[config.mk]
export PLATFORM = sky130hd
export DESIGN_NAME = alg_global_regs
export DESIGN_NICKNAME = d
export VERILOG_FILES = /design/src/rtl/alg_sync.v /design/src/rtl/alg_rst_seq.v /design/src/rtl/alg_global_regs.v
export VERILOG_INCLUDE_DIRS = /design/src /design/src/rtl
export SDC_FILE = /design/constraint.sdc
export NUM_CORES = 1
export LEC_CHECK = 0
export ABC_AREA = 0
export BUFFER_PORTS_ARGS = -buffer_cell sky130_fd_sc_hd__clkbuf_2
export CAP_MARGIN = 20
export CORE_UTILIZATION = 40
export DETAILED_ROUTE_END_ITERATION = 7
export PLACE_DENSITY = 0.66
export SETUP_SLACK_MARGIN = 0.15
export SYNTH_ARGS = -nofsm -noshare
export SYNTH_HDL_FRONTEND = slang
export SYNTH_HIERARCHICAL = 1
export SYNTH_SLANG_ARGS = --single-unit
[constraint.sdc]
create_clock -name clk_sys -period 2.26 [get_ports clk_sys]
set_clock_uncertainty 0.1 [all_clocks]
set_input_delay 0.452 -clock clk_sys [delete_from_list [all_inputs] [get_ports clk_sys]]
set_output_delay 0.452 -clock clk_sys [all_outputs]
set_load 0.02 [all_outputs]
[src/rtl/alg_defs.vh]
// Offsets, field positions, reset values and counts of the global registers
`ifndef ALG_DEFS_VH
`define ALG_DEFS_VH

// ----------------------------------------------------------------
// Register byte offsets
// ----------------------------------------------------------------
`define ALG_OFS_OUT_PAYLOAD 9'h004
`define ALG_OFS_IN_PAYLOAD 9'h006
`define ALG_OFS_GLOBAL_CTRL 9'h008
`define ALG_OFS_WAKE_EN 9'h00c
`define ALG_OFS_STATE_STS 9'h00e
`define ALG_OFS_GLOBAL_STS 9'h010
`define ALG_OFS_IRQ_CTRL 9'h020
`define ALG_OFS_IRQ_STS 9'h024

// ----------------------------------------------------------------
// Reset and fixed values
// ----------------------------------------------------------------
`define ALG_OUT_PAYLOAD_VAL 16'h003c
`define ALG_IN_PAYLOAD_VAL 16'h001d
`define ALG_GLOBAL_CONTROL_RESET 32'h0000_0000
`define ALG_WAKE_EN_RESET 3'h0
`define ALG_STATE_STS_RESET 3'h0
`define ALG_IRQ_CTRL_RESET 32'h0000_0000

// ----------------------------------------------------------------
// Field positions
// ----------------------------------------------------------------
`define ALG_GLOBAL_CONTROL_CRST_BIT 0
`define ALG_GLOBAL_CONTROL_FLUSH_BIT 1
`define ALG_GLOBAL_CONTROL_UNSOL_BIT 8
`define ALG_GLOBAL_STATUS_FLUSH_BIT 1
`define ALG_STATE_STS_SHIFT 16
`define ALG_GIE_BIT 31
`define ALG_CIE_BIT 30
`define ALG_GIS_BIT 31
`define ALG_CIS_BIT 30
`define ALG_LINE_COUNT 3
`define ALG_STREAM_COUNT 8

// ----------------------------------------------------------------
// Reset sequencing, in link clock rising edges
// ----------------------------------------------------------------
`define ALG_RST_ENTER_EDGES 4
`define ALG_RST_EXIT_EDGES 4

`endif

[src/rtl/alg_sync.v]
// Two-flop synchroniser for inputs from outside the system clock
`timescale 1ns/1ps
module alg_sync #(
	parameter WIDTH = 4
) (
	input wire clk_sys,
	input wire rst_n,
	input wire ce,
	input wire [WIDTH-1:0] asyncIn,
	output reg [WIDTH-1:0] syncOut
);

	reg [WIDTH-1:0] stage1_r;

	// First stage feeds only the second
	always @(posedge clk_sys)
	begin
		if (!rst_n)
		begin
			stage1_r <= {WIDTH{1'b0}};
			syncOut <= {WIDTH{1'b0}};
		end
		else if (ce)
		begin
			stage1_r <= asyncIn;
			syncOut <= stage1_r;
		end
	end

endmodule // alg_sync

[src/rtl/alg_rst_seq.v]
// Controller reset sequencer driving the link reset
`timescale 1ns/1ps
`include "alg_defs.vh"
module alg_rst_seq #(
	parameter ENTER_EDGES = `ALG_RST_ENTER_EDGES,
	parameter EXIT_EDGES = `ALG_RST_EXIT_EDGES,
	parameter CNT_W = 8
) (
	input wire clk_sys,
	input wire rst_n,
	input wire ce,
	input wire runReq,
	input wire linkEdge,
	output reg ready,
	output reg linkResetN
);

	localparam ST_RESET = 2'b00;
	localparam ST_EXIT = 2'b01;
	localparam ST_RUN = 2'b10;
	localparam ST_ENTER = 2'b11;

	reg [1:0] state_r;
	reg [CNT_W-1:0] edgeCnt_r;

	// ----------------------------------------------------------------
	// Sequencing into and out of reset, counted on link edges
	// ----------------------------------------------------------------
	always @(posedge clk_sys)
	begin
		if (!rst_n)
		begin
			state_r <= ST_RESET;
			edgeCnt_r <= {CNT_W{1'b0}};
			ready <= 1'b0;
			linkResetN <= 1'b0;
		end
		else if (ce)
		begin
			case (state_r)
			ST_RESET:
			begin
				ready <= 1'b0;
				linkResetN <= 1'b0;
				edgeCnt_r <= {CNT_W{1'b0}};
				if (runReq)
				begin
					state_r <= ST_EXIT;
					linkResetN <= 1'b1;
				end
			end
			ST_EXIT:
			begin
				if (!runReq)
				begin
					state_r <= ST_ENTER;
					linkResetN <= 1'b0;
					edgeCnt_r <= {CNT_W{1'b0}};
				end
				else if (linkEdge)
				begin
					if (edgeCnt_r == EXIT_EDGES[CNT_W-1:0] - 1'b1)
					begin
						state_r <= ST_RUN;
						ready <= 1'b1;
					end
					edgeCnt_r <= edgeCnt_r + 1'b1;
				end
			end
			ST_RUN:
			begin
				if (!runReq)
				begin
					state_r <= ST_ENTER;
					ready <= 1'b0;
					linkResetN <= 1'b0;
					edgeCnt_r <= {CNT_W{1'b0}};
				end
			end
			ST_ENTER:
			begin
				// Bit already reads back 0 here, before sequencing is done
				if (linkEdge)
				begin
					if (edgeCnt_r == ENTER_EDGES[CNT_W-1:0] - 1'b1)
						state_r <= ST_RESET;
					edgeCnt_r <= edgeCnt_r + 1'b1;
				end
			end
			default:
			begin
				state_r <= ST_RESET;
				ready <= 1'b0;
				linkResetN <= 1'b0;
			end
			endcase
		end
	end

endmodule // alg_rst_seq

[src/rtl/alg_global_regs.v]
// Global register set of the serial audio link controller
`timescale 1ns/1ps
`include "alg_defs.vh"

// Functional notes
// - Output payload reads fixed 60 words
// - Input payload reads fixed 29 words
// - Unsolicited responses accepted only when enabled
// - Flush start; completion sets status, clears control
// - Reset bit 0 resets logic, asserts link reset
// - Reset bit reads 0 once ready drops, before reset sequencing
// - Reset bit 1 releases link, reads 1 ready
// - In reset, accesses ignored except reset release
// - Wake enable lets each line raise wake
// - Wake and change flags reset only at power-on, kept over controller reset
// - Line change flags set by event, write-1 clear
// - Global enable gates all interrupts
// - Controller enable gates controller interrupt causes
// - Stream enables gate each stream's interrupt
// - Bits 0-3 input streams, 4-7 output
// - Global status is OR of all status
// - Controller status independent of its enable
// - Stream status is OR, independent of enable
module alg_global_regs #(
	parameter ENTER_EDGES = `ALG_RST_ENTER_EDGES,
	parameter EXIT_EDGES = `ALG_RST_EXIT_EDGES,
	parameter LINES = `ALG_LINE_COUNT,
	parameter STREAMS = `ALG_STREAM_COUNT
) (
	input wire clk_sys,
	input wire rst_n,
	input wire ce,
	input wire regWrEn,
	input wire regRdEn,
	input wire [8:0] regAddr,
	input wire [31:0] regWrData,
	input wire [3:0] regByteEn,
	output reg [31:0] regRdData,
	output reg regAck,
	input wire linkBitClk,
	input wire [2:0] serialInLine,
	output wire linkResetN,
	output wire linkEnable,
	input wire unsolRespValid,
	output reg unsolRespPush,
	output reg unsolRespDrop,
	output reg flushReq,
	input wire flushDone,
	input wire respIrq,
	input wire respOverrun,
	input wire [7:0] streamIocSts,
	input wire [7:0] streamFifoErrSts,
	output reg irqOut,
	output reg wakeEvent
);

	// ----------------------------------------------------------------
	// Helper functions
	// ----------------------------------------------------------------

	// Byte-lane merge of write data into a stored word
	function [31:0] byteMerge;
		input [31:0] oldVal;
		input [31:0] newVal;
		input [3:0] be;
		integer i;
		begin
			byteMerge = oldVal;
			for (i = 0; i < 4; i = i + 1)
				if (be[i])
					byteMerge[i*8 +: 8] = newVal[i*8 +: 8];
		end
	endfunction

	// Word match of a byte offset against the access address
	function wordHit;
		input [8:0] addr;
		input [8:0] ofs;
		begin
			wordHit = (addr[8:2] == ofs[8:2]);
		end
	endfunction

	// ----------------------------------------------------------------
	// Declarations
	// ----------------------------------------------------------------
	wire [3:0] syncIn;
	wire [3:0] syncOut;
	wire linkClkS;
	wire [2:0] lineS;
	reg linkClkPrev_r;
	wire linkEdge;
	reg [2:0] lineSamp_r;
	wire [2:0] lineEvt;
	wire seqReady;
	wire ctrlInRst;

	reg crstReq_r;
	reg flushCtl_r;
	reg unsolEn_r;
	reg flushSts_r;
	reg [2:0] wake_enable_r;
	reg [2:0] line_state_change_status_r;
	reg gie_r;
	reg cie_r;
	reg [7:0] sie_r;

	wire anyAccess;
	wire wrOk;
	wire wrGctl;
	wire wrWake;
	wire wrGsts;
	wire wrIrqCtl;
	wire [31:0] gctlMerged;
	wire [31:0] wakeMerged;
	wire [31:0] gstsMerged;
	wire [31:0] irqMerged;
	wire [2:0] stateClr;
	wire flushStsClr;
	wire [7:0] stream_irq_status;
	wire controller_irq_status;
	wire global_irq_status;
	reg [31:0] readWord;

	// ----------------------------------------------------------------
	// Link clock and serial input lines
	// ----------------------------------------------------------------

	// Both come from the link side, so they are synchronised first
	assign syncIn = {serialInLine, linkBitClk};
	alg_sync #(
		.WIDTH(4)
	) u_sync (
		.clk_sys(clk_sys),
		.rst_n(rst_n),
		.ce(ce),
		.asyncIn(syncIn),
		.syncOut(syncOut)
	);
	assign linkClkS = syncOut[0];
	assign lineS = syncOut[3:1];

	// Rising edge of the link clock, sampling point for the lines
	always @(posedge clk_sys)
	begin
		if (!rst_n)
		begin
			linkClkPrev_r <= 1'b0;
			lineSamp_r <= 3'h0;
		end
		else if (ce)
		begin
			linkClkPrev_r <= linkClkS;
			if (linkEdge)
				lineSamp_r <= lineS;
		end
	end
	assign linkEdge = linkClkS & ~linkClkPrev_r;

	// A line rising between link edges is a state change event
	assign lineEvt = linkEdge ? (lineS & ~lineSamp_r) : 3'h0;

	// ----------------------------------------------------------------
	// Controller reset sequencing
	// ----------------------------------------------------------------
	alg_rst_seq #(
		.ENTER_EDGES(ENTER_EDGES),
		.EXIT_EDGES(EXIT_EDGES)
	) u_rst_seq (
		.clk_sys(clk_sys),
		.rst_n(rst_n),
		.ce(ce),
		.runReq(crstReq_r),
		.linkEdge(linkEdge),
		.ready(seqReady),
		.linkResetN(linkResetN)
	);
	assign linkEnable = seqReady; // Other link signals idle in reset
	assign ctrlInRst = ~seqReady;

	// ----------------------------------------------------------------
	// Access decode
	// ----------------------------------------------------------------

	// Only the reset release gets through while not ready
	assign anyAccess = regWrEn | regRdEn;
	assign wrOk = regWrEn & seqReady;
	assign wrGctl = wrOk & wordHit(regAddr, `ALG_OFS_GLOBAL_CTRL);
	assign wrWake = wrOk & wordHit(regAddr, `ALG_OFS_WAKE_EN);
	assign wrGsts = wrOk & wordHit(regAddr, `ALG_OFS_GLOBAL_STS);
	assign wrIrqCtl = wrOk & wordHit(regAddr, `ALG_OFS_IRQ_CTRL);

	assign gctlMerged = byteMerge({23'h0, unsolEn_r, 6'h0, flushCtl_r,
		crstReq_r}, regWrData, regByteEn);
	assign wakeMerged = byteMerge({16'h0, 13'h0, wake_enable_r}, regWrData,
		regByteEn);
	assign gstsMerged = byteMerge(32'h0000_0000, regWrData, regByteEn);
	assign irqMerged = byteMerge({gie_r, cie_r, 22'h0, sie_r}, regWrData,
		regByteEn);

	// Write-one-to-clear strobes, only on enabled lanes
	assign stateClr = (wrWake & regByteEn[2]) ?
		regWrData[`ALG_STATE_STS_SHIFT +: 3] : 3'h0;
	assign flushStsClr = wrGsts & gstsMerged[`ALG_GLOBAL_STATUS_FLUSH_BIT];

	// ----------------------------------------------------------------
	// Global control
	// ----------------------------------------------------------------
	always @(posedge clk_sys)
	begin
		if (!rst_n)
		begin
			crstReq_r <= 1'b0; // Controller starts in reset
			flushCtl_r <= 1'b0;
			unsolEn_r <= 1'b0;
		end
		else if (ce)
		begin
			// Reset bit stays writeable; while not ready only a 1 is taken
			if (regWrEn && regByteEn[0] &&
				wordHit(regAddr, `ALG_OFS_GLOBAL_CTRL) &&
				(seqReady || regWrData[`ALG_GLOBAL_CONTROL_CRST_BIT]))
				crstReq_r <= regWrData[`ALG_GLOBAL_CONTROL_CRST_BIT];
			if (ctrlInRst)
			begin
				flushCtl_r <= 1'b0;
				unsolEn_r <= 1'b0;
			end
			else
			begin
				if (flushDone)
					flushCtl_r <= 1'b0;
				else if (wrGctl && gctlMerged[`ALG_GLOBAL_CONTROL_FLUSH_BIT])
					flushCtl_r <= 1'b1;
				if (wrGctl)
					unsolEn_r <= gctlMerged[`ALG_GLOBAL_CONTROL_UNSOL_BIT];
			end
		end
	end

	// ----------------------------------------------------------------
	// Flush status and unsolicited response gating
	// ----------------------------------------------------------------
	always @(posedge clk_sys)
	begin
		if (!rst_n)
		begin
			flushSts_r <= 1'b0;
			flushReq <= 1'b0;
			unsolRespPush <= 1'b0;
			unsolRespDrop <= 1'b0;
		end
		else if (ce)
		begin
			if (ctrlInRst)
				flushSts_r <= 1'b0;
			else if (flushDone && flushCtl_r)
				flushSts_r <= 1'b1; // set wins over clear
			else if (flushStsClr)
				flushSts_r <= 1'b0;
			// Request stands while the flush is open
			flushReq <= ~ctrlInRst & ~flushDone &
				(flushCtl_r | (wrGctl & gctlMerged[`ALG_GLOBAL_CONTROL_FLUSH_BIT]));
			unsolRespPush <= unsolRespValid & unsolEn_r & seqReady;
			unsolRespDrop <= unsolRespValid & ~(unsolEn_r & seqReady);
		end
	end

	// ----------------------------------------------------------------
	// Resume well: wake enables and line change flags
	// ----------------------------------------------------------------
	always @(posedge clk_sys)
	begin
		if (!rst_n)
		begin
			wake_enable_r <= `ALG_WAKE_EN_RESET;
			line_state_change_status_r <= `ALG_STATE_STS_RESET;
			wakeEvent <= 1'b0;
		end
		else if (ce)
		begin
			if (wrWake)
				wake_enable_r <= wakeMerged[2:0];
			// New events win over a clear in the same cycle
			line_state_change_status_r <= (line_state_change_status_r & ~stateClr) | lineEvt;
			wakeEvent <= |(lineEvt & wake_enable_r);
		end
	end

	// ----------------------------------------------------------------
	// Interrupt control and status
	// ----------------------------------------------------------------
	always @(posedge clk_sys)
	begin
		if (!rst_n)
		begin
			gie_r <= 1'b0;
			cie_r <= 1'b0;
			sie_r <= 8'h00;
		end
		else if (ce)
		begin
			// No power-state input; power-on reset and controller reset both clear these
			if (ctrlInRst)
			begin
				gie_r <= 1'b0;
				cie_r <= 1'b0;
				sie_r <= 8'h00;
			end
			else if (wrIrqCtl)
			begin
				gie_r <= irqMerged[`ALG_GIE_BIT];
				cie_r <= irqMerged[`ALG_CIE_BIT];
				sie_r <= irqMerged[7:0];
			end
		end
	end

	// Status causes, independent of the enables
	assign stream_irq_status = streamIocSts | streamFifoErrSts;
	assign controller_irq_status = respIrq | respOverrun | (|line_state_change_status_r);
	assign global_irq_status = controller_irq_status | (|stream_irq_status);

	// Interrupt output
	always @(posedge clk_sys)
	begin
		if (!rst_n)
			irqOut <= 1'b0;
		else if (ce)
			irqOut <= seqReady & gie_r & ((cie_r & controller_irq_status) |
				(|(sie_r & stream_irq_status)));
	end

	// ----------------------------------------------------------------
	// Read path
	// ----------------------------------------------------------------
	always @*
	begin
		readWord = 32'h0000_0000;
		case ({2'b00, regAddr[8:2]})
		`ALG_OFS_OUT_PAYLOAD >> 2:
			readWord = {`ALG_IN_PAYLOAD_VAL,
				`ALG_OUT_PAYLOAD_VAL};
		`ALG_OFS_GLOBAL_CTRL >> 2:
			readWord = {23'h0, unsolEn_r, 6'h0, flushCtl_r, seqReady};
		`ALG_OFS_WAKE_EN >> 2:
			readWord = {13'h0, line_state_change_status_r, 13'h0, wake_enable_r};
		`ALG_OFS_GLOBAL_STS >> 2:
			readWord = {30'h0, flushSts_r, 1'b0};
		`ALG_OFS_IRQ_CTRL >> 2:
			readWord = {gie_r, cie_r, 22'h0, sie_r};
		`ALG_OFS_IRQ_STS >> 2:
			readWord = {global_irq_status, controller_irq_status, 22'h0, stream_irq_status};
		default:
			readWord = 32'h0000_0000;
		endcase
	end

	// Reads answer zero while the controller is not ready
	always @(posedge clk_sys)
	begin
		if (!rst_n)
		begin
			regRdData <= 32'h0000_0000;
			regAck <= 1'b0;
		end
		else if (ce)
		begin
			regAck <= anyAccess;
			if (regRdEn && seqReady)
				regRdData <= readWord;
			else
				regRdData <= 32'h0000_0000;
		end
	end

endmodule // alg_global_regs

Word level (Yosys, flattened, before mapping)
Index checks and enable logic that the tools add are counted. W data, S select, Z words.

Output and inout port bits: 40. Input port bits: 74. Bits in registers: 82.

Muxes and demuxes: 42. Reductions and logical operators: 27. Equal/unequal tests: 27. Add/sub/neg operators: 1. Bitwise logic cells: 35.

Operator list (number): $pmux W32 S6 (1); $mux W8 (7); $mux W32 (1); $pmux W8 S4 (1); $ne A2 B2 Y1 const B (11); $and A1 B1 Y1 (18); $mux W1 (18); $mux W2 (9); $reduce_or A8 Y1 (2); $reduce_and A3 Y1 (5); $eq A7 B2 Y1 const B (2); $eq A7 B4 Y1 const B (2); $reduce_and A2 Y1 (5); $and A3 B3 Y3 (3); $ne A3 B3 Y1 const B (3); $add A8 B1 Y8 const B (1); $and A8 B8 Y8 (1); $eq A8 B2 Y1 const B (1); $or A8 B8 Y8 (1); $pmux W2 S4 (1); $eq A7 B1 Y1 const B (1); $eq A7 B3 Y1 const B (1); $reduce_and A7 Y1 (1); $logic_and A1 B1 Y1 (6); 18 further kinds (30).

Logic depth before layout (Yosys ltp)
Depth in word-level cells: 7. Depth in mapped cells: 7.

Hierarchy
Netlist, hierarchy kept.

Modules (own cells, without submodules): alg_global_regs (cells each 294, area an instance 2352.3 µm², instances 1); alg_rst_seq (cells each 81, area an instance 693.2 µm², instances 1); alg_sync (cells each 25, area an instance 301.5 µm², instances 1).

Least setup slack after synthesis
OpenSTA, ideal clock, no wires.

Path type: input port to flip-flop. Start: input regAddr[7]. End: register unsolEn_r. Path slack: 377 ps. Data required time: 2040 ps. Cell stages on the path: 5. Arrival: 1664 ps. Cell sequence: or3_1 -> buf_6 -> nor4_4 -> a31oi_1 -> o31a_1.

Word-level cells in the longest chain between the ends: 4.

RTL lines: start: declaration (line alg_global_regs.v:35) `input wire [8:0] regAddr,`; $eq A7 B2 Y1 (line alg_global_regs.v:80) `wordHit = (addr[8:2] == ofs[8:2]);`; $and A1 B1 Y1 (line alg_global_regs.v:188) `` assign wrGctl = wrOk & wordHit(regAddr, `ALG_OFS_GLOBAL_CTRL); ``; $ne A2 B2 Y1 (no source line); $reduce_and A3 Y1 (no source line); end signal: assignment (line alg_global_regs.v:236) `` unsolEn_r <= gctlMerged[`ALG_GLOBAL_CONTROL_UNSOL_BIT]; ``; end: declaration (line alg_global_regs.v:100) `reg unsolEn_r;`.

Every way passes these cells. A chain may end at the register's enable or synchronous reset.

Worst setup path after layout
Start: register u_rst_seq.state_r[0]. End: register u_rst_seq.edgeCnt_r[7].

Word-level cells in the longest chain between the ends: 3. Elaborated cells between the ends (all ways): 7. Classes of those cells: 4 x eq/ne; 1 x mux; 2 x reduce/logical.

RTL lines: start: declaration (line alg_rst_seq.v:23) `reg [1:0] state_r;`; start signal: assignment (line alg_rst_seq.v:33) `state_r <= ST_RESET;`; start signal: assignment (line alg_rst_seq.v:48) `state_r <= ST_EXIT;`; start signal: assignment (line alg_rst_seq.v:56) `state_r <= ST_ENTER;`; $eq A2 B2 Y1 (line alg_rst_seq.v:40) `case (state_r)`; $ne A2 B2 Y1 (no source line); $reduce_and A2 Y1 (no source line); end signal: assignment (line alg_rst_seq.v:34) `edgeCnt_r <= {CNT_W{1'b0}};`; end signal: assignment (line alg_rst_seq.v:45) `edgeCnt_r <= {CNT_W{1'b0}};`; end signal: assignment (line alg_rst_seq.v:58) `edgeCnt_r <= {CNT_W{1'b0}};`; end: declaration (line alg_rst_seq.v:24) `reg [CNT_W-1:0] edgeCnt_r;`.

Several ways; a longest one is shown, not always the timed one.

==> qor.txt <==
status = completed
Rows = 32
Iteration-0 DRC Markers = 123
top cell type's share of synthesized area = 38.9%
Cell Chain, Critical Path = inv_1, ha_1, a21bo_2, nor4_1, xnor2_1, nor2_1
worst reg2reg path endpoint = u_rst_seq/edgeCnt_r[7]$_SDFFE_PN0P_
input/output buffers = 77
post-CTS setup buffer count = 0
HPWL Detailed = 6.46 mm
asr flop ratio synth = 0%
final worst-path cycle share = 81.5%
dominant cell type by area after synthesis = dfxtp_1
DRC viols = 0
top cells by count, synth = dfxtp_1 (65), nand2_1 (41), o21ai_0 (36)
Core Region = 7930 um2
Clock Root Buffer = clkbuf_8
post-route ant nets = 0
worst hold margin = 0.218 ns
first-pass detailed-route iteration total = 4
vias per cell = 5.33
hold path cells = 2
Clock Latency Late Sink = 0.34 ns
synthesis-stage register bit count = 65
post-synthesis cell area = 3350 um2
number of unique standard cell types used by synthesis = 53
yosys warns = 6
die width = 93.5 um
share of cells above drive strength 1 = 23.4%
Die ar. = 8740 um2
setup slack, reg-to-reg = 0.42 ns
slowest cell on the critical path = dfxtp_1
Vias = 3,142
setup tns final = 0 ns
FF-to-FF path depth = 6
post_cts resized = 0
maxcap violations = 0
hold path startpoint = regWrData[4]
cell count after placement = 575
DR WL/cell = 14.2 um
reg-to-reg startpoint = u_rst_seq/state_r[0]$_SDFFE_PN0P_
count leader, synth = dfxtp_1
Non-Filler Instances = 590
max incr delay on CP = 0.42 ns
largest net degree at the start of global routing = 19
final setup fails = 0
gr usage total = 20.1%
vias in the first global route = 2,897
global route total overflow = 0
CTS Buf Count = 9
# hold bufs at CTS = 0
final wirelength = 8.35 mm
dpl ws = 0.239 ns
crit end category = flip-flop
Layout area overhead = 18.9%
EDFF count, synth = 0
critical path required time = 2.39 ns
first-pass GRT wire length = 13.6 mm
type of the worst setup path = flip-flop to flip-flop
sequential-to-total area share from yosys stat = 38.9%
RSZ-0062 raised after global routing = false
Initial Util = 42.2%
Startpoint Class = flip-flop
IO Pins = 114
height of the chip = 93.5 um
synthesized area per cell = 8.37 um2
critical path data arrival time = 1.97 ns
final setup margin = 0.418 ns
final core utilization = 50.2%
Worst Hold Class = input pin to flip-flop
worst-case clock buffer depth = 2
TritonCTS clock tree = done
CTS Sinks = 65
Fillers = 796
Final Slew Violations = 0
f_max = 0.543 GHz
RD Place Congestion = 0.896
Cells after Synth = 400
CP Max Fanout = 8
post-route minimum period = 1.84 ns
Pwr Density = 562 nW/um2
Max H-tree Level = 3
top cells by area, synth = dfxtp_1 (39%), o21ai_0 (5.4%), nand2_1 (4.6%)
top_reg_cell synth = dfxtp_1
Final Hold Vio Count = 0
worst ir drop on vdd = 0.000348 V
Final #Nets = 565
Ant. Diodes = 0
P_leak = 1.68 nW
Clock transition at path regs = 0.07 ns
initial antenna violation count = 0
Min-Delay Endpoint = sie_r[4]$_SDFFE_PN0P_
per-stage QoR:
stage	total power [mW]	instance area [um2]
after CTS	2.25	3980
after detailed placement	1.41	3820
after global placement	1.40	3820
after floorplan	1.33	3400
after global routing	2.33	3980
final	2.24	3980
worst max-delay path by stage:
stage                                                  from                             endpoint  slack (ns)  depth (start not counted)
after floorplan                                  regAddr[7]               unsolEn_r$_SDFFE_PN0P_        0.38                          5
after global placement                           regAddr[7]              flushSts_r$_SDFFE_PN0P_        0.26                          6
after detailed placement                         regAddr[7]              flushSts_r$_SDFFE_PN0P_        0.24                          6
after CTS                 u_rst_seq/state_r[0]$_SDFFE_PN0P_  u_rst_seq/edgeCnt_r[7]$_SDFFE_PN0P_        0.42                          6
after global routing      u_rst_seq/state_r[0]$_SDFFE_PN0P_  u_rst_seq/edgeCnt_r[7]$_SDFFE_PN0P_        0.28                          6
final                     u_rst_seq/state_r[0]$_SDFFE_PN0P_  u_rst_seq/edgeCnt_r[7]$_SDFFE_PN0P_        0.42                          6
cells by family (layout without fill, tap and decap cells):
| family | after synthesis | in the layout | share of synthesized area (%) |
|---|---|---|---|
| XOR/XNOR | 7 | 7 | 1.83 |
| other | 1 | 16 | 0.112 |
| AO/OA/AOI/OAI | 99 | 99 | 19.3 |
| AND/OR/NAND/NOR | 161 | 161 | 25.3 |
| adder cells (fa/ha/maj) | 7 | 7 | 2.62 |
| flip-flops | 65 | 65 | 38.9 |
| multiplexers | 14 | 14 | 4.22 |
| buffers and inverters | 46 | 119 | 7.70 |
registers in the layout, summed over array words and instances, names as in the netlist, 2 cells and up:
register / count
sie_r: 8
regRdData: 15
wake_enable_r: 3
u_sync/syncOut: 4
lineSamp_r: 3
u_rst_seq/state_r: 2
line_state_change_status_r: 3
u_sync/stage1_r: 4
u_rst_seq/edgeCnt_r: 8
critical path: cells and delay by family, from the launching register on:
family | cells | cell delay [ns]
adders and majority gates | 1 | 0.22
AOI/OAI and AO/OA | 1 | 0.28
and+or+nand+nor | 2 | 0.41
DFF | 1 | 0.42
buffers and inverters | 1 | 0.13
xor gates and xnor gates | 1 | 0.17
where the power goes:
group          internal [mW]  switching, mW
Combinational         0.0831          0.139
Clock                  0.419          0.435
Sequential              1.15        0.00559
Total                   1.66          0.580
metal layers:
| metal | vias to the layer above | track usage [%] | wire, um | part of all wire [%] |
|---|---|---|---|---|
| met5 | - | 0 | 0 | 0 |
| met4 | 0 | 6.67 | 153 | 1.8 |
| met3 | 11 | 5.45 | 433 | 5.2 |
| met2 | 111 | 33.8 | 3930 | 47 |
| met1 | 1455 | 24.8 | 3830 | 46 |
| li1 | 1565 | - | - | - |
area by class of cell:
cell class | count | area, um2 | share of cell area [%]
multi-input combinational | 304 | 1840 | 46.4
sequential | 65 | 1300 | 32.7
timing repair buffer | 92 | 498 | 12.5
clock buffer | 12 | 145 | 3.65
tap | 102 | 128 | 3.21
inverter | 12 | 45.0 | 1.13
clock inverter | 3 | 17.5 | 0.440
cells in the final DEF, fill, tap and decap left out, types with 3 or more instances in the layout:
cell	instances
nor2_1	29
nor4_1	4
o21ai_0	36
nand4_1	9
a21oi_1	15
nor2b_1	19
xnor2_1	5
nand3_1	17
conb_1	16
and3_1	10
a21boi_0	7
nor3_1	10
a31oi_1	6
ha_1	7
clkbuf_2	77
a32oi_1	3
mux2i_1	13
inv_1	12
a22o_1	11
nand2b_1	4
and2_1	4
dfxtp_1	65
nand2_1	41
buf_4	15
clkbuf_8	10
Note: power is estimated with default switching activity, not from simulation.
